`src/hw/oss_pkg.sv`:
```
// Purpose: shared constants for the oscillator source selector
// Assumes: 25 MHz clk, AHB-Lite register access, word-aligned byte offsets
// Notes: oscillator outputs are one-cycle ticks in the clk domain
// How it works
// RQ1: fast source bit picks crystal or RC
// RQ2: fast RC runs only while enabled
// RQ3: two-bit field picks 4, 8, 12 MHz
// RQ4: software matches RC setting to option
// RQ5: slow select bit may pick watch crystal
// RQ6: watch crystal usable after start-up count
// RQ7: speed-up bit one fast, zero low power
// RQ8: clearing speed-up keeps crystal running
// RQ9: speed-up frozen while crystal clocks system
// RQ10: low power only lengthens start-up
// RQ11: select field switches clock at run time
// RQ12: every encoding has a real source
// RQ13: slow RC is other slow choice
// RQ14: pin bits give crystal pins or I/O
// RQ15: halted modes gate the system clock
// RQ16: slow clock feeds watchdog, LCD, time base
// RQ17: codes 0-6 divide fast, 7 slow
// RQ18: halt keep bits pick sleep or idle
// RQ19: source switch only at period boundary; the code also switches at once when the old source is not ready
// RQ20: no switch before target is ready
package oss_pkg;
    // ==========================================================
    // Register byte offsets
    localparam logic [7:0] REG_SYSCLK = 8'h00;
    localparam logic [7:0] REG_FASTRC = 8'h04;
    localparam logic [7:0] REG_WATCH = 8'h08;
    localparam logic [7:0] REG_FASTXTAL = 8'h0C;
    localparam logic [7:0] REG_PINS = 8'h10;
    localparam logic [7:0] REG_STAT = 8'h14;
    localparam logic [7:0] ADDR_NONE = 8'hFF;
    // ==========================================================
    // Field positions
    localparam int SYS_SEL_LSB = 5;
    localparam int SYS_HS = 3;
    localparam int SYS_LS = 2;
    localparam int SYS_FKEEP = 1;
    localparam int SYS_SKEEP = 0;
    localparam logic [7:0] SYS_MASK = 8'hEF;
    localparam int FRC_EN = 0;
    localparam int FRC_RDY = 1;
    localparam int FRC_FRQ_LSB = 2;
    localparam int WX_EN = 0;
    localparam int WX_SPD = 1;
    localparam int WX_RDY = 2;
    localparam int FX_EN = 0;
    localparam int FX_RDY = 1;
    localparam int PIN_A = 0;
    localparam int PIN_B = 1;
    localparam int ST_MODE_LSB = 5;
    // ==========================================================
    // Reset values and codes
    localparam logic [7:0] SYS_RST = 8'h00;
    localparam logic FRC_EN_RST = 1'b1;
    localparam logic [1:0] FRQ_RST = 2'h0;
    localparam logic [1:0] FRQ_BAD = 2'h3;
    localparam logic WX_SPD_RST = 1'b1;
    localparam logic [2:0] SEL_SLOW = 3'h7;
    localparam logic [2:0] SEL_DIV1 = 3'h0;
    // ==========================================================
    // Start-up counts, in oscillator ticks
    localparam int FX_START = 1024;
    localparam int FRC_START = 16;
    localparam int WX_START_SPD = 1024;
    localparam int WX_START_LOW = 8192;
    // ==========================================================
    // Oscillator slots and modes
    localparam int OSC_FX = 0;
    localparam int OSC_FRC = 1;
    localparam int OSC_WX = 2;
    localparam int N_OSC = 3;
    typedef enum logic [1:0] {
        ST_RUN = 2'h0,
        ST_IDLE = 2'h1,
        ST_SLEEP = 2'h3
    } oss_mode_e;
endpackage

```
`src/hw/oss_osc_if.sv`:
```
// Purpose: start-up handshake between selector and start-up counter
// Assumes: all signals in the clk domain
// Notes: ready is registered in the counter
`timescale 1ns/1ns
interface oss_osc_if #(parameter int W = 16);
    logic run;
    logic tick;
    logic ready;
    logic [W-1:0] limit;
    modport ctrl (output run, output tick, output limit, input ready);
    modport cnt (input run, input tick, input limit, output ready);
endinterface

```
`src/hw/oss_startup.sv`:
```
// Purpose: counts oscillator ticks until the source is usable
// Assumes: tick pulses only while the oscillator runs
// Notes: ready stays set until run drops
`timescale 1ns/1ns
module oss_startup #(
    parameter int W = 16
) (
    // Clock and control
    input wire logic clk,
    input wire logic rstn,
    input wire logic ce,
    // Oscillator handshake
    oss_osc_if.cnt osc
);
    // ==========================================================
    // Elaboration check
    if (W < 2) begin : g_bad_w
        $error("oss_startup: W too small");
    end

    // ==========================================================
    // Counter
    logic [W-1:0] cnt_q, cnt_d;
    logic rdy_q, rdy_d;

    assign osc.ready = rdy_q;

    always_comb begin
        cnt_d = cnt_q;
        rdy_d = rdy_q;
        if (!osc.run) begin
            cnt_d = '0;
            rdy_d = 1'b0;
        end else begin
            if (osc.tick && cnt_q < osc.limit) begin
                cnt_d = cnt_q + 1'b1; // RQ6 RQ10
            end
            // Sticky, so a longer limit later cannot drop it
            if (cnt_q >= osc.limit) begin
                rdy_d = 1'b1; // RQ8
            end
        end
    end

    always_ff @(posedge clk) begin
        if (!rstn) begin
            cnt_q <= '0;
            rdy_q <= 1'b0;
        end else if (ce) begin
            cnt_q <= cnt_d;
            rdy_q <= rdy_d;
        end
    end
endmodule // oss_startup

```
`src/hw/oss_top.sv`:
```
// Purpose: oscillator enables, source selection and system clock ticks
// Assumes: oscillator ticks synchronous to clk, one cycle wide
// Notes: clocks leave as enable ticks, never as gated clocks
`timescale 1ns/1ns
module oss_top import oss_pkg::*; #(
    parameter int CW = 16,
    parameter int FX_CYC = FX_START,
    parameter int FRC_CYC = FRC_START,
    parameter int WX_SPD_CYC = WX_START_SPD,
    parameter int WX_LOW_CYC = WX_START_LOW
) (
    // Clock, reset, enable
    input wire logic clk,
    input wire logic rstn,
    input wire logic ce,
    // AHB-Lite slave
    input wire logic hsel,
    input wire logic [31:0] haddr,
    input wire logic [1:0] htrans,
    input wire logic hwrite,
    input wire logic [2:0] hsize,
    input wire logic [31:0] hwdata,
    input wire logic hready,
    output logic [31:0] hrdata,
    output logic hreadyout,
    output logic hresp,
    // Oscillator ticks
    input wire logic ext_fast_crystal_tick,
    input wire logic int_fast_rc_tick,
    input wire logic watch_crystal_tick,
    input wire logic int_slow_rc_tick,
    // CPU and watchdog
    input wire logic halt_req,
    input wire logic wake_req,
    input wire logic wdt_enable,
    // Oscillator controls
    output logic ext_fast_crystal_run,
    output logic int_fast_rc_run,
    output logic watch_crystal_run,
    output logic int_slow_rc_run,
    output logic [1:0] fast_rc_freq_select,
    output logic watch_crystal_speedup,
    output logic watch_crystal_pin_a_osc,
    output logic watch_crystal_pin_b_osc,
    // Clock ticks and status
    output logic sys_tick,
    output logic fast_periph_tick,
    output logic slow_periph_tick,
    output logic cpu_halted
);
    // ==========================================================
    // Elaboration check
    if (FX_CYC >= 2**CW || FRC_CYC >= 2**CW ||
        WX_SPD_CYC >= 2**CW || WX_LOW_CYC >= 2**CW ||
        FX_CYC < 1 || FRC_CYC < 1 || WX_SPD_CYC < 1 ||
        WX_LOW_CYC < 1) begin : g_bad_cnt
        $error("oss_top: start-up count does not fit CW");
    end

    // ==========================================================
    // Start-up counters
    oss_osc_if #(.W(CW)) osc [N_OSC] ();

    logic fx_run_q, frc_run_q, wx_run_q, sr_run_q;
    logic fx_en_q, frc_en_q, wx_en_q, wx_spd_q;
    logic fx_rdy, frc_rdy, wx_rdy;

    assign osc[OSC_FX].run = fx_run_q;
    assign osc[OSC_FX].tick = ext_fast_crystal_tick;
    assign osc[OSC_FX].limit = CW'(FX_CYC);
    assign osc[OSC_FRC].run = frc_run_q;
    assign osc[OSC_FRC].tick = int_fast_rc_tick;
    assign osc[OSC_FRC].limit = CW'(FRC_CYC);
    assign osc[OSC_WX].run = wx_run_q;
    assign osc[OSC_WX].tick = watch_crystal_tick;
    // Low power only lengthens start-up
    assign osc[OSC_WX].limit = wx_spd_q ? CW'(WX_SPD_CYC)
                                        : CW'(WX_LOW_CYC); // RQ7 RQ10
    assign fx_rdy = osc[OSC_FX].ready;
    assign frc_rdy = osc[OSC_FRC].ready;
    assign wx_rdy = osc[OSC_WX].ready;

    for (genvar i = 0; i < N_OSC; i++) begin : g_osc
        oss_startup #(.W(CW)) u_startup (
            .clk(clk),
            .rstn(rstn),
            .ce(ce),
            .osc(osc[i])
        );
    end

    // ==========================================================
    // Source decode
    function automatic logic [5:0] div_mask(input logic [2:0] s);
        div_mask = 6'((7'h01 << s) - 7'h01);
    endfunction

    // Single-bit selects: no code can name a missing source
    // Readiness comes in as r, slow RC on top: an assign sees only args
    function automatic logic src_ok(input logic [2:0] s,
                                    input logic h,
                                    input logic l, input logic [3:0] r);
        if (s == SEL_SLOW) begin
            src_ok = l ? r[OSC_WX] : r[N_OSC]; // RQ12
        end else begin
            src_ok = h ? r[OSC_FX] : r[OSC_FRC]; // RQ12
        end
    endfunction

    // ==========================================================
    // AHB-Lite slave
    logic dp_wr_q, dp_wr_d, dp_rd_q, dp_rd_d;
    logic [7:0] dp_addr_q, dp_addr_d;
    logic rdy_q, rdy_d;
    logic [31:0] rdata_q, rdata_d;
    logic [31:0] rword;
    logic take;
    logic [7:0] sys_q;
    logic [1:0] frq_q;
    logic pin_a_q, pin_b_q;
    oss_mode_e mode_q;
    logic [2:0] act_sel_q;
    logic act_hs_q, act_ls_q;

    assign take = hsel && hready && htrans[1];

    always_comb begin
        rword = 32'h0000_0000;
        unique case (dp_addr_q)
            REG_SYSCLK: rword[7:0] = sys_q;
            REG_FASTRC: begin
                rword[FRC_EN] = frc_en_q;
                rword[FRC_RDY] = frc_rdy;
                rword[FRC_FRQ_LSB +: 2] = frq_q;
            end
            REG_WATCH: begin
                rword[WX_EN] = wx_en_q;
                rword[WX_SPD] = wx_spd_q;
                rword[WX_RDY] = wx_rdy;
            end
            REG_FASTXTAL: begin
                rword[FX_EN] = fx_en_q;
                rword[FX_RDY] = fx_rdy;
            end
            REG_PINS: begin
                rword[PIN_A] = pin_a_q;
                rword[PIN_B] = pin_b_q;
            end
            REG_STAT: begin
                rword[2:0] = act_sel_q;
                rword[SYS_LS] = act_ls_q;
                rword[SYS_HS] = act_hs_q;
                rword[ST_MODE_LSB +: 2] = mode_q;
            end
            default: rword = 32'h0000_0000;
        endcase
    end

    // Reads take one wait state so a write just before lands first
    always_comb begin
        dp_wr_d = 1'b0;
        dp_rd_d = dp_rd_q;
        dp_addr_d = dp_addr_q;
        rdy_d = rdy_q;
        rdata_d = rdata_q;
        if (dp_rd_q) begin
            rdata_d = rword;
            rdy_d = 1'b1;
            dp_rd_d = 1'b0;
        end
        if (take) begin
            dp_addr_d = (|haddr[31:8] || |haddr[1:0]) ? ADDR_NONE
                                                      : haddr[7:0];
            dp_wr_d = hwrite;
            dp_rd_d = !hwrite;
            rdy_d = hwrite;
        end
    end

    always_ff @(posedge clk) begin
        if (!rstn) begin
            dp_wr_q <= 1'b0;
            dp_rd_q <= 1'b0;
            dp_addr_q <= ADDR_NONE;
            rdy_q <= 1'b1;
            rdata_q <= 32'h0000_0000;
        end else if (ce) begin
            dp_wr_q <= dp_wr_d;
            dp_rd_q <= dp_rd_d;
            dp_addr_q <= dp_addr_d;
            rdy_q <= rdy_d;
            rdata_q <= rdata_d;
        end
    end

    assign hrdata = rdata_q;
    assign hreadyout = rdy_q;
    assign hresp = 1'b0;

    // ==========================================================
    // Control registers
    logic [7:0] sys_d;
    logic [1:0] frq_d;
    logic fx_en_d, frc_en_d, wx_en_d, wx_spd_d;
    logic pin_a_d, pin_b_d;
    logic wx_lock;

    assign wx_lock = (sys_q[SYS_SEL_LSB +: 3] == SEL_SLOW && sys_q[SYS_LS])
                  || (act_sel_q == SEL_SLOW && act_ls_q);

    always_comb begin
        sys_d = sys_q;
        frq_d = frq_q;
        fx_en_d = fx_en_q;
        frc_en_d = frc_en_q;
        wx_en_d = wx_en_q;
        wx_spd_d = wx_spd_q;
        pin_a_d = pin_a_q;
        pin_b_d = pin_b_q;
        if (dp_wr_q) begin
            unique case (dp_addr_q)
                REG_SYSCLK: sys_d = hwdata[7:0] & SYS_MASK; // RQ11
                REG_FASTRC: begin
                    frc_en_d = hwdata[FRC_EN];
                    // Unused code keeps the old setting
                    if (hwdata[FRC_FRQ_LSB +: 2] != FRQ_BAD) begin
                        frq_d = hwdata[FRC_FRQ_LSB +: 2]; // RQ3
                    end
                end
                REG_WATCH: begin
                    wx_en_d = hwdata[WX_EN];
                    if (!wx_lock) begin
                        wx_spd_d = hwdata[WX_SPD]; // RQ9
                    end
                end
                REG_FASTXTAL: fx_en_d = hwdata[FX_EN];
                REG_PINS: begin
                    pin_a_d = hwdata[PIN_A]; // RQ14
                    pin_b_d = hwdata[PIN_B]; // RQ14
                end
                default: sys_d = sys_q;
            endcase
        end
    end

    always_ff @(posedge clk) begin
        if (!rstn) begin
            sys_q <= SYS_RST;
            frq_q <= FRQ_RST;
            fx_en_q <= 1'b0;
            frc_en_q <= FRC_EN_RST;
            wx_en_q <= 1'b0;
            wx_spd_q <= WX_SPD_RST;
            pin_a_q <= 1'b0;
            pin_b_q <= 1'b0;
        end else if (ce) begin
            sys_q <= sys_d;
            frq_q <= frq_d;
            fx_en_q <= fx_en_d;
            frc_en_q <= frc_en_d;
            wx_en_q <= wx_en_d;
            wx_spd_q <= wx_spd_d;
            pin_a_q <= pin_a_d;
            pin_b_q <= pin_b_d;
        end
    end

    // ==========================================================
    // Mode, source switch and clock ticks
    oss_mode_e mode_d;
    logic [2:0] act_sel_d;
    logic act_hs_d, act_ls_d;
    logic [5:0] div_q, div_d;
    logic fast_on, slow_on, fh_raw, fs_raw, hs_fire, src_tick;
    logic cur_ok, tgt_ok, commit;
    logic [3:0] src_rdy;
    logic [2:0] req_sel;
    logic sys_tick_q, fh_tick_q, fs_tick_q, halted_q;

    assign req_sel = sys_q[SYS_SEL_LSB +: 3];
    assign fast_on = mode_q == ST_RUN
                  || (mode_q == ST_IDLE && sys_q[SYS_FKEEP]);
    assign slow_on = mode_q == ST_RUN || wdt_enable
                  || (mode_q == ST_IDLE && sys_q[SYS_SKEEP]);
    assign fh_raw = act_hs_q ? ext_fast_crystal_tick && fx_rdy
                             : int_fast_rc_tick && frc_rdy; // RQ1
    assign fs_raw = act_ls_q ? watch_crystal_tick && wx_rdy // RQ5
                             : int_slow_rc_tick && sr_run_q; // RQ13
    assign hs_fire = fh_raw
                  && (div_q & div_mask(act_sel_q)) == div_mask(act_sel_q);
    assign src_tick = act_sel_q == SEL_SLOW ? fs_raw : hs_fire; // RQ17
    assign src_rdy = {sr_run_q, wx_rdy, frc_rdy, fx_rdy};
    assign cur_ok = src_ok(act_sel_q, act_hs_q, act_ls_q, src_rdy);
    assign tgt_ok = src_ok(req_sel, sys_q[SYS_HS], sys_q[SYS_LS], src_rdy);
    // Switch at a period end, or when the old source is silent
    assign commit = (req_sel != act_sel_q || sys_q[SYS_HS] != act_hs_q
                     || sys_q[SYS_LS] != act_ls_q)
                 && tgt_ok && (src_tick || !cur_ok); // RQ19 RQ20

    always_comb begin
        mode_d = mode_q;
        unique case (mode_q)
            ST_RUN: if (halt_req) begin
                mode_d = (sys_q[SYS_FKEEP] || sys_q[SYS_SKEEP])
                       ? ST_IDLE : ST_SLEEP; // RQ18
            end
            ST_IDLE, ST_SLEEP: if (wake_req) begin
                mode_d = ST_RUN;
            end
            default: mode_d = ST_RUN;
        endcase
    end

    always_comb begin
        act_sel_d = act_sel_q;
        act_hs_d = act_hs_q;
        act_ls_d = act_ls_q;
        div_d = fh_raw ? div_q + 6'h01 : div_q;
        if (commit) begin
            act_sel_d = req_sel; // RQ11
            act_hs_d = sys_q[SYS_HS];
            act_ls_d = sys_q[SYS_LS];
            div_d = 6'h00;
        end
    end

    always_ff @(posedge clk) begin
        if (!rstn) begin
            mode_q <= ST_RUN;
            act_sel_q <= SEL_DIV1;
            act_hs_q <= 1'b0;
            act_ls_q <= 1'b0;
            div_q <= 6'h00;
            fx_run_q <= 1'b0;
            frc_run_q <= 1'b0;
            wx_run_q <= 1'b0;
            sr_run_q <= 1'b0;
            sys_tick_q <= 1'b0;
            fh_tick_q <= 1'b0;
            fs_tick_q <= 1'b0;
            halted_q <= 1'b0;
        end else if (ce) begin
            mode_q <= mode_d;
            act_sel_q <= act_sel_d;
            act_hs_q <= act_hs_d;
            act_ls_q <= act_ls_d;
            div_q <= div_d;
            fx_run_q <= fx_en_q && fast_on; // RQ1
            frc_run_q <= frc_en_q && fast_on; // RQ2
            wx_run_q <= wx_en_q && slow_on; // RQ5
            sr_run_q <= slow_on;
            sys_tick_q <= src_tick && mode_q == ST_RUN; // RQ15
            fh_tick_q <= fh_raw;
            fs_tick_q <= fs_raw; // RQ16
            halted_q <= mode_d != ST_RUN;
        end
    end

    assign ext_fast_crystal_run = fx_run_q;
    assign int_fast_rc_run = frc_run_q;
    assign watch_crystal_run = wx_run_q;
    assign int_slow_rc_run = sr_run_q;
    assign fast_rc_freq_select = frq_q;
    assign watch_crystal_speedup = wx_spd_q;
    assign watch_crystal_pin_a_osc = pin_a_q;
    assign watch_crystal_pin_b_osc = pin_b_q;
    assign sys_tick = sys_tick_q;
    assign fast_periph_tick = fh_tick_q;
    assign slow_periph_tick = fs_tick_q;
    assign cpu_halted = halted_q;
endmodule // oss_top

```
`config.mk`:
```
export PLATFORM = sky130hd
export DESIGN_NAME = oss_top
export DESIGN_NICKNAME = d
export VERILOG_FILES = /design/src/hw/oss_pkg.sv /design/src/hw/oss_osc_if.sv /design/src/hw/oss_startup.sv /design/src/hw/oss_top.sv
export SDC_FILE = /design/constraint.sdc
export NUM_CORES = 1
export LEC_CHECK = 0
export BUFFER_PORTS_ARGS = -buffer_cell sky130_fd_sc_hd__buf_2
export CORE_UTILIZATION = 45
export CTS_CLUSTER_DIAMETER = 50
export CTS_CLUSTER_SIZE = 30
export DETAILED_ROUTE_END_ITERATION = 6
export HOLD_SLACK_MARGIN = 0.12
export PLACE_DENSITY = 0.69
export SETUP_SLACK_MARGIN = 0.1
export SYNTH_ARGS = -nofsm -noshare
export SYNTH_HDL_FRONTEND = slang
export SYNTH_SLANG_ARGS = --single-unit
```
`constraint.sdc`:
```
create_clock -name clk -period 3.1 [get_ports clk]
set_input_delay 0.62 -clock clk [delete_from_list [all_inputs] [get_ports clk]]
set_output_delay 0.62 -clock clk [all_outputs]
set_load 0.01 [all_outputs]
```
==> results.json <==
{
  "synthAdderAreaFrac_pct": 2.19,
  "hold_path_depth": 2,
  "endpoint_kind": "register",
  "finalCriticalPeriod_ns": 2.62,
  "antenna_found_initial": 0,
  "synth_ff_type": "dfxtp_1",
  "async_flop_share_pct": 0,
  "fin_crit_sh_pct": 84.5,
  "setup_tns_ns": 0,
  "synth-seq-area-share_pct": 40.8,
  "htreeDepth": 3,
  "worstPathArrival_ns": 2.86,
  "power_density_mw_per_mm2": 464,
  "die_h_um": 109,
  "skew_ns": 0.00331,
  "post_cts_resized": 0,
  "dp.cells": 801,
  "rsz0062_at_grt": "no",
  "post-route-util_pct": 53.4,
  "cts_hold_buffers": 0,
  "ys_seq_elements": 105,
  "cts_tree": "done",
  "max-slew-margin-rel_pct": 18.1,
  "path_clk_slew_ns": 0.07,
  "postLayoutCellArea_mm2": 0.00586,
  "synthesis.area_mm2": 0.00515,
  "vias": 4382,
  "path_class": "reg -> reg",
  "cp_max_fo": 16,
  "synthMuxAreaShare_pct": 7.19,
  "worst_pin_slew_ns": 1.22,
  "postPlaceCellArea_mm2": 0.00555,
  "hp-class": "reg -> reg",
  "grt_first_pass_wirelength_um": 19700,
  "syn_inst": 606,
  "r2r_setup_slack_ns": 0.48,
  "wl_per_cell_um": 14.7,
  "ant_nets": 0,
  "start_util_pct": 46.9,
  "crit_required_ns": 3.34,
  "mostFrequentLayoutCell": "dfxtp_1",
  "r2r_start": "watch_crystal_speedup",
  "synth_warnings": 0,
  "io_buffers": 73,
  "cts_buffers": 9,
  "drt_pass1_iterations": 4,
  "totalPowerFinal_mw": 2.72,
  "place.gp.congestion": 0.814,
  "n_fill_cell": 991,
  "synth_compound_area_share_pct": 12.8,
  "dp_hpwl_um": 8670,
  "holdPathEnd": "g_osc[0].u_startup.cnt_q[14]",
  "synth_edf_count": 0,
  "viasPerCell": 5.37,
  "io_pins": 129,
  "fp.dieArea_mm2": 0.0119,
  "slew_viol_final": 0,
  "drtIter0Drc": 254,
  "final_cells": 816,
  "synth_top_family_by_area": "simple AND/OR/NAND/NOR gates",
  "insertion_delay_ns": 0.34,
  "core_mm2": 0.0110,
  "cts_setup_buffers": 0,
  "overflow": 0,
  "worst_setup_path_start_kind": "register",
  "synth_area_per_cell_um2": 8.50,
  "row_count": 38,
  "reg2reg_to": "g_osc[2].u_startup.cnt_q[10]",
  "dp_slack_ns": 0.609,
  "synth-xor-area-share_pct": 4.76,
  "setup_slack_ns": 0.482,
  "synth-simple-area-share_pct": 24.7,
  "drv_cap": 0,
  "whs_ns": 0.448,
  "layout_common_cells": "dfxtp_1, buf_2, nor2_1",
  "cts_buffer_depth": 2,
  "drc": 0,
  "grt_max_degree": 28,
  "ys_types": 61,
  "clock.fmax_mhz": 382,
  "final_hold_viol_count": 0,
  "hp-start": "g_osc[0].u_startup.cnt_q[14]",
  "num_antenna_cells": 0,
  "die_w_um": 109,
  "grt_pass1_vias": 4232,
  "setup_viol": 0,
  "critPathLaunch": "watch_crystal_speedup",
  "status": "finished, final reports clean",
  "routed_wirelength_um": 12000,
  "clock-sinks": 105,
  "root_buffer": "clkbuf_16",
  "area_growth_pct": 13.8,
  "p_leak_nw": 2.34,
  "r2r_cells": 6,
  "finalNetCount": 763,
  "drive_gt1_share_pct": 16.6,
  "track_usage_pct": 21.3,
  "irDropWorstVdd_mv": 0.267
}
[power breakdown]
group | leakage (nW) | switching [mW] | internal, mW
Clock | 0.153 | 0.472 | 0.724
Combinational | 1.34 | 0.0960 | 0.0537
Sequential | 0.848 | 0.0134 | 1.36
[synthesized netlist by cell type, types with 6 or more instances]
| master | n | area, um2 |
|---|---|---|
| nand3b_1 | 6 | 45.0 |
| dfxtp_1 | 105 | 2100 |
| inv_1 | 26 | 97.6 |
| and2_1 | 10 | 62.6 |
| buf_4 | 26 | 195 |
| clkbuf_1 | 22 | 82.6 |
| nor2_1 | 68 | 255 |
| nor4_1 | 15 | 93.8 |
| a2111oi_0 | 6 | 52.6 |
| xnor2_1 | 23 | 201 |
| a31oi_1 | 6 | 37.5 |
| nand2_1 | 60 | 225 |
| or4_1 | 8 | 60.1 |
| mux2i_1 | 28 | 280 |
| ha_1 | 9 | 113 |
| nor3_1 | 18 | 90.1 |
| nand4_1 | 12 | 75.1 |
| and3_1 | 8 | 50.1 |
| nand3_1 | 28 | 140 |
| o21ai_0 | 11 | 55.1 |
| a211oi_1 | 6 | 45.0 |
| a21oi_1 | 26 | 130 |
[layer usage]
metal	track usage, %	vias to the layer above	wire length [um]
li1	-	2214	-
met1	27.5	2033	5330
met2	35.6	125	5800
met3	3.35	10	667
met4	8.59	0	153
met5	0	-	0
[critical path, cell delays in order, from the launching register on]
cell       delay (ns)
dfxtp_1          0.42
ha_1             0.17
nor3b_1          0.25
o211ai_1         0.49
a2111oi_0        0.94
xnor2_1          0.19
nor2_1           0.05
[worst max path at each step]
stage	endpoint	slack (ns)	depth (start not counted)
finish	g_osc[2].u_startup.cnt_q[10]	0.48	6
CTS	g_osc[2].u_startup.cnt_q[10]	0.58	6
detailed placement	g_osc[2].u_startup.cnt_q[10]	0.61	6
floorplan	g_osc[0].u_startup.cnt_q[5]	1.08	5
global route	g_osc[2].u_startup.cnt_q[14]	0.31	7
global placement	g_osc[2].u_startup.cnt_q[10]	0.70	6
[final cells by class]
cell class / instances / area, um2 / share of cell area, %
Timing Repair Buffer: 80 / 418 / 7.13
Clock inverter: 3 / 65.1 / 1.11
Clock buffer: 12 / 246 / 4.20
Sequential cell: 105 / 2100 / 35.9
Inverter: 27 / 101 / 1.73
Tap cell: 140 / 175 / 2.99
Multi-Input combinational cell: 449 / 2760 / 47.0
[sequential cells by signal (all words and copies together) (netlist names), 2 cells and up]
signal,flops
g_osc.u_startup.cnt_q,48
dp_addr_q,8
hrdata,7
sys_q,7
div_q,6
act_sel_q,3
g_osc.u_startup.osc.ready,3
fast_rc_freq_select,2
mode_q,2
[logic make-up after synthesis]
family,Yosys count
AO/OA/AOI/OAI,95
flip-flops,105
adder cells (fa/ha/maj),9
buffers and inverters,77
XOR/XNOR,28
multiplexers,34
other,1
AND/OR/NAND/NOR,257
(Power assumes the default switching activity.)
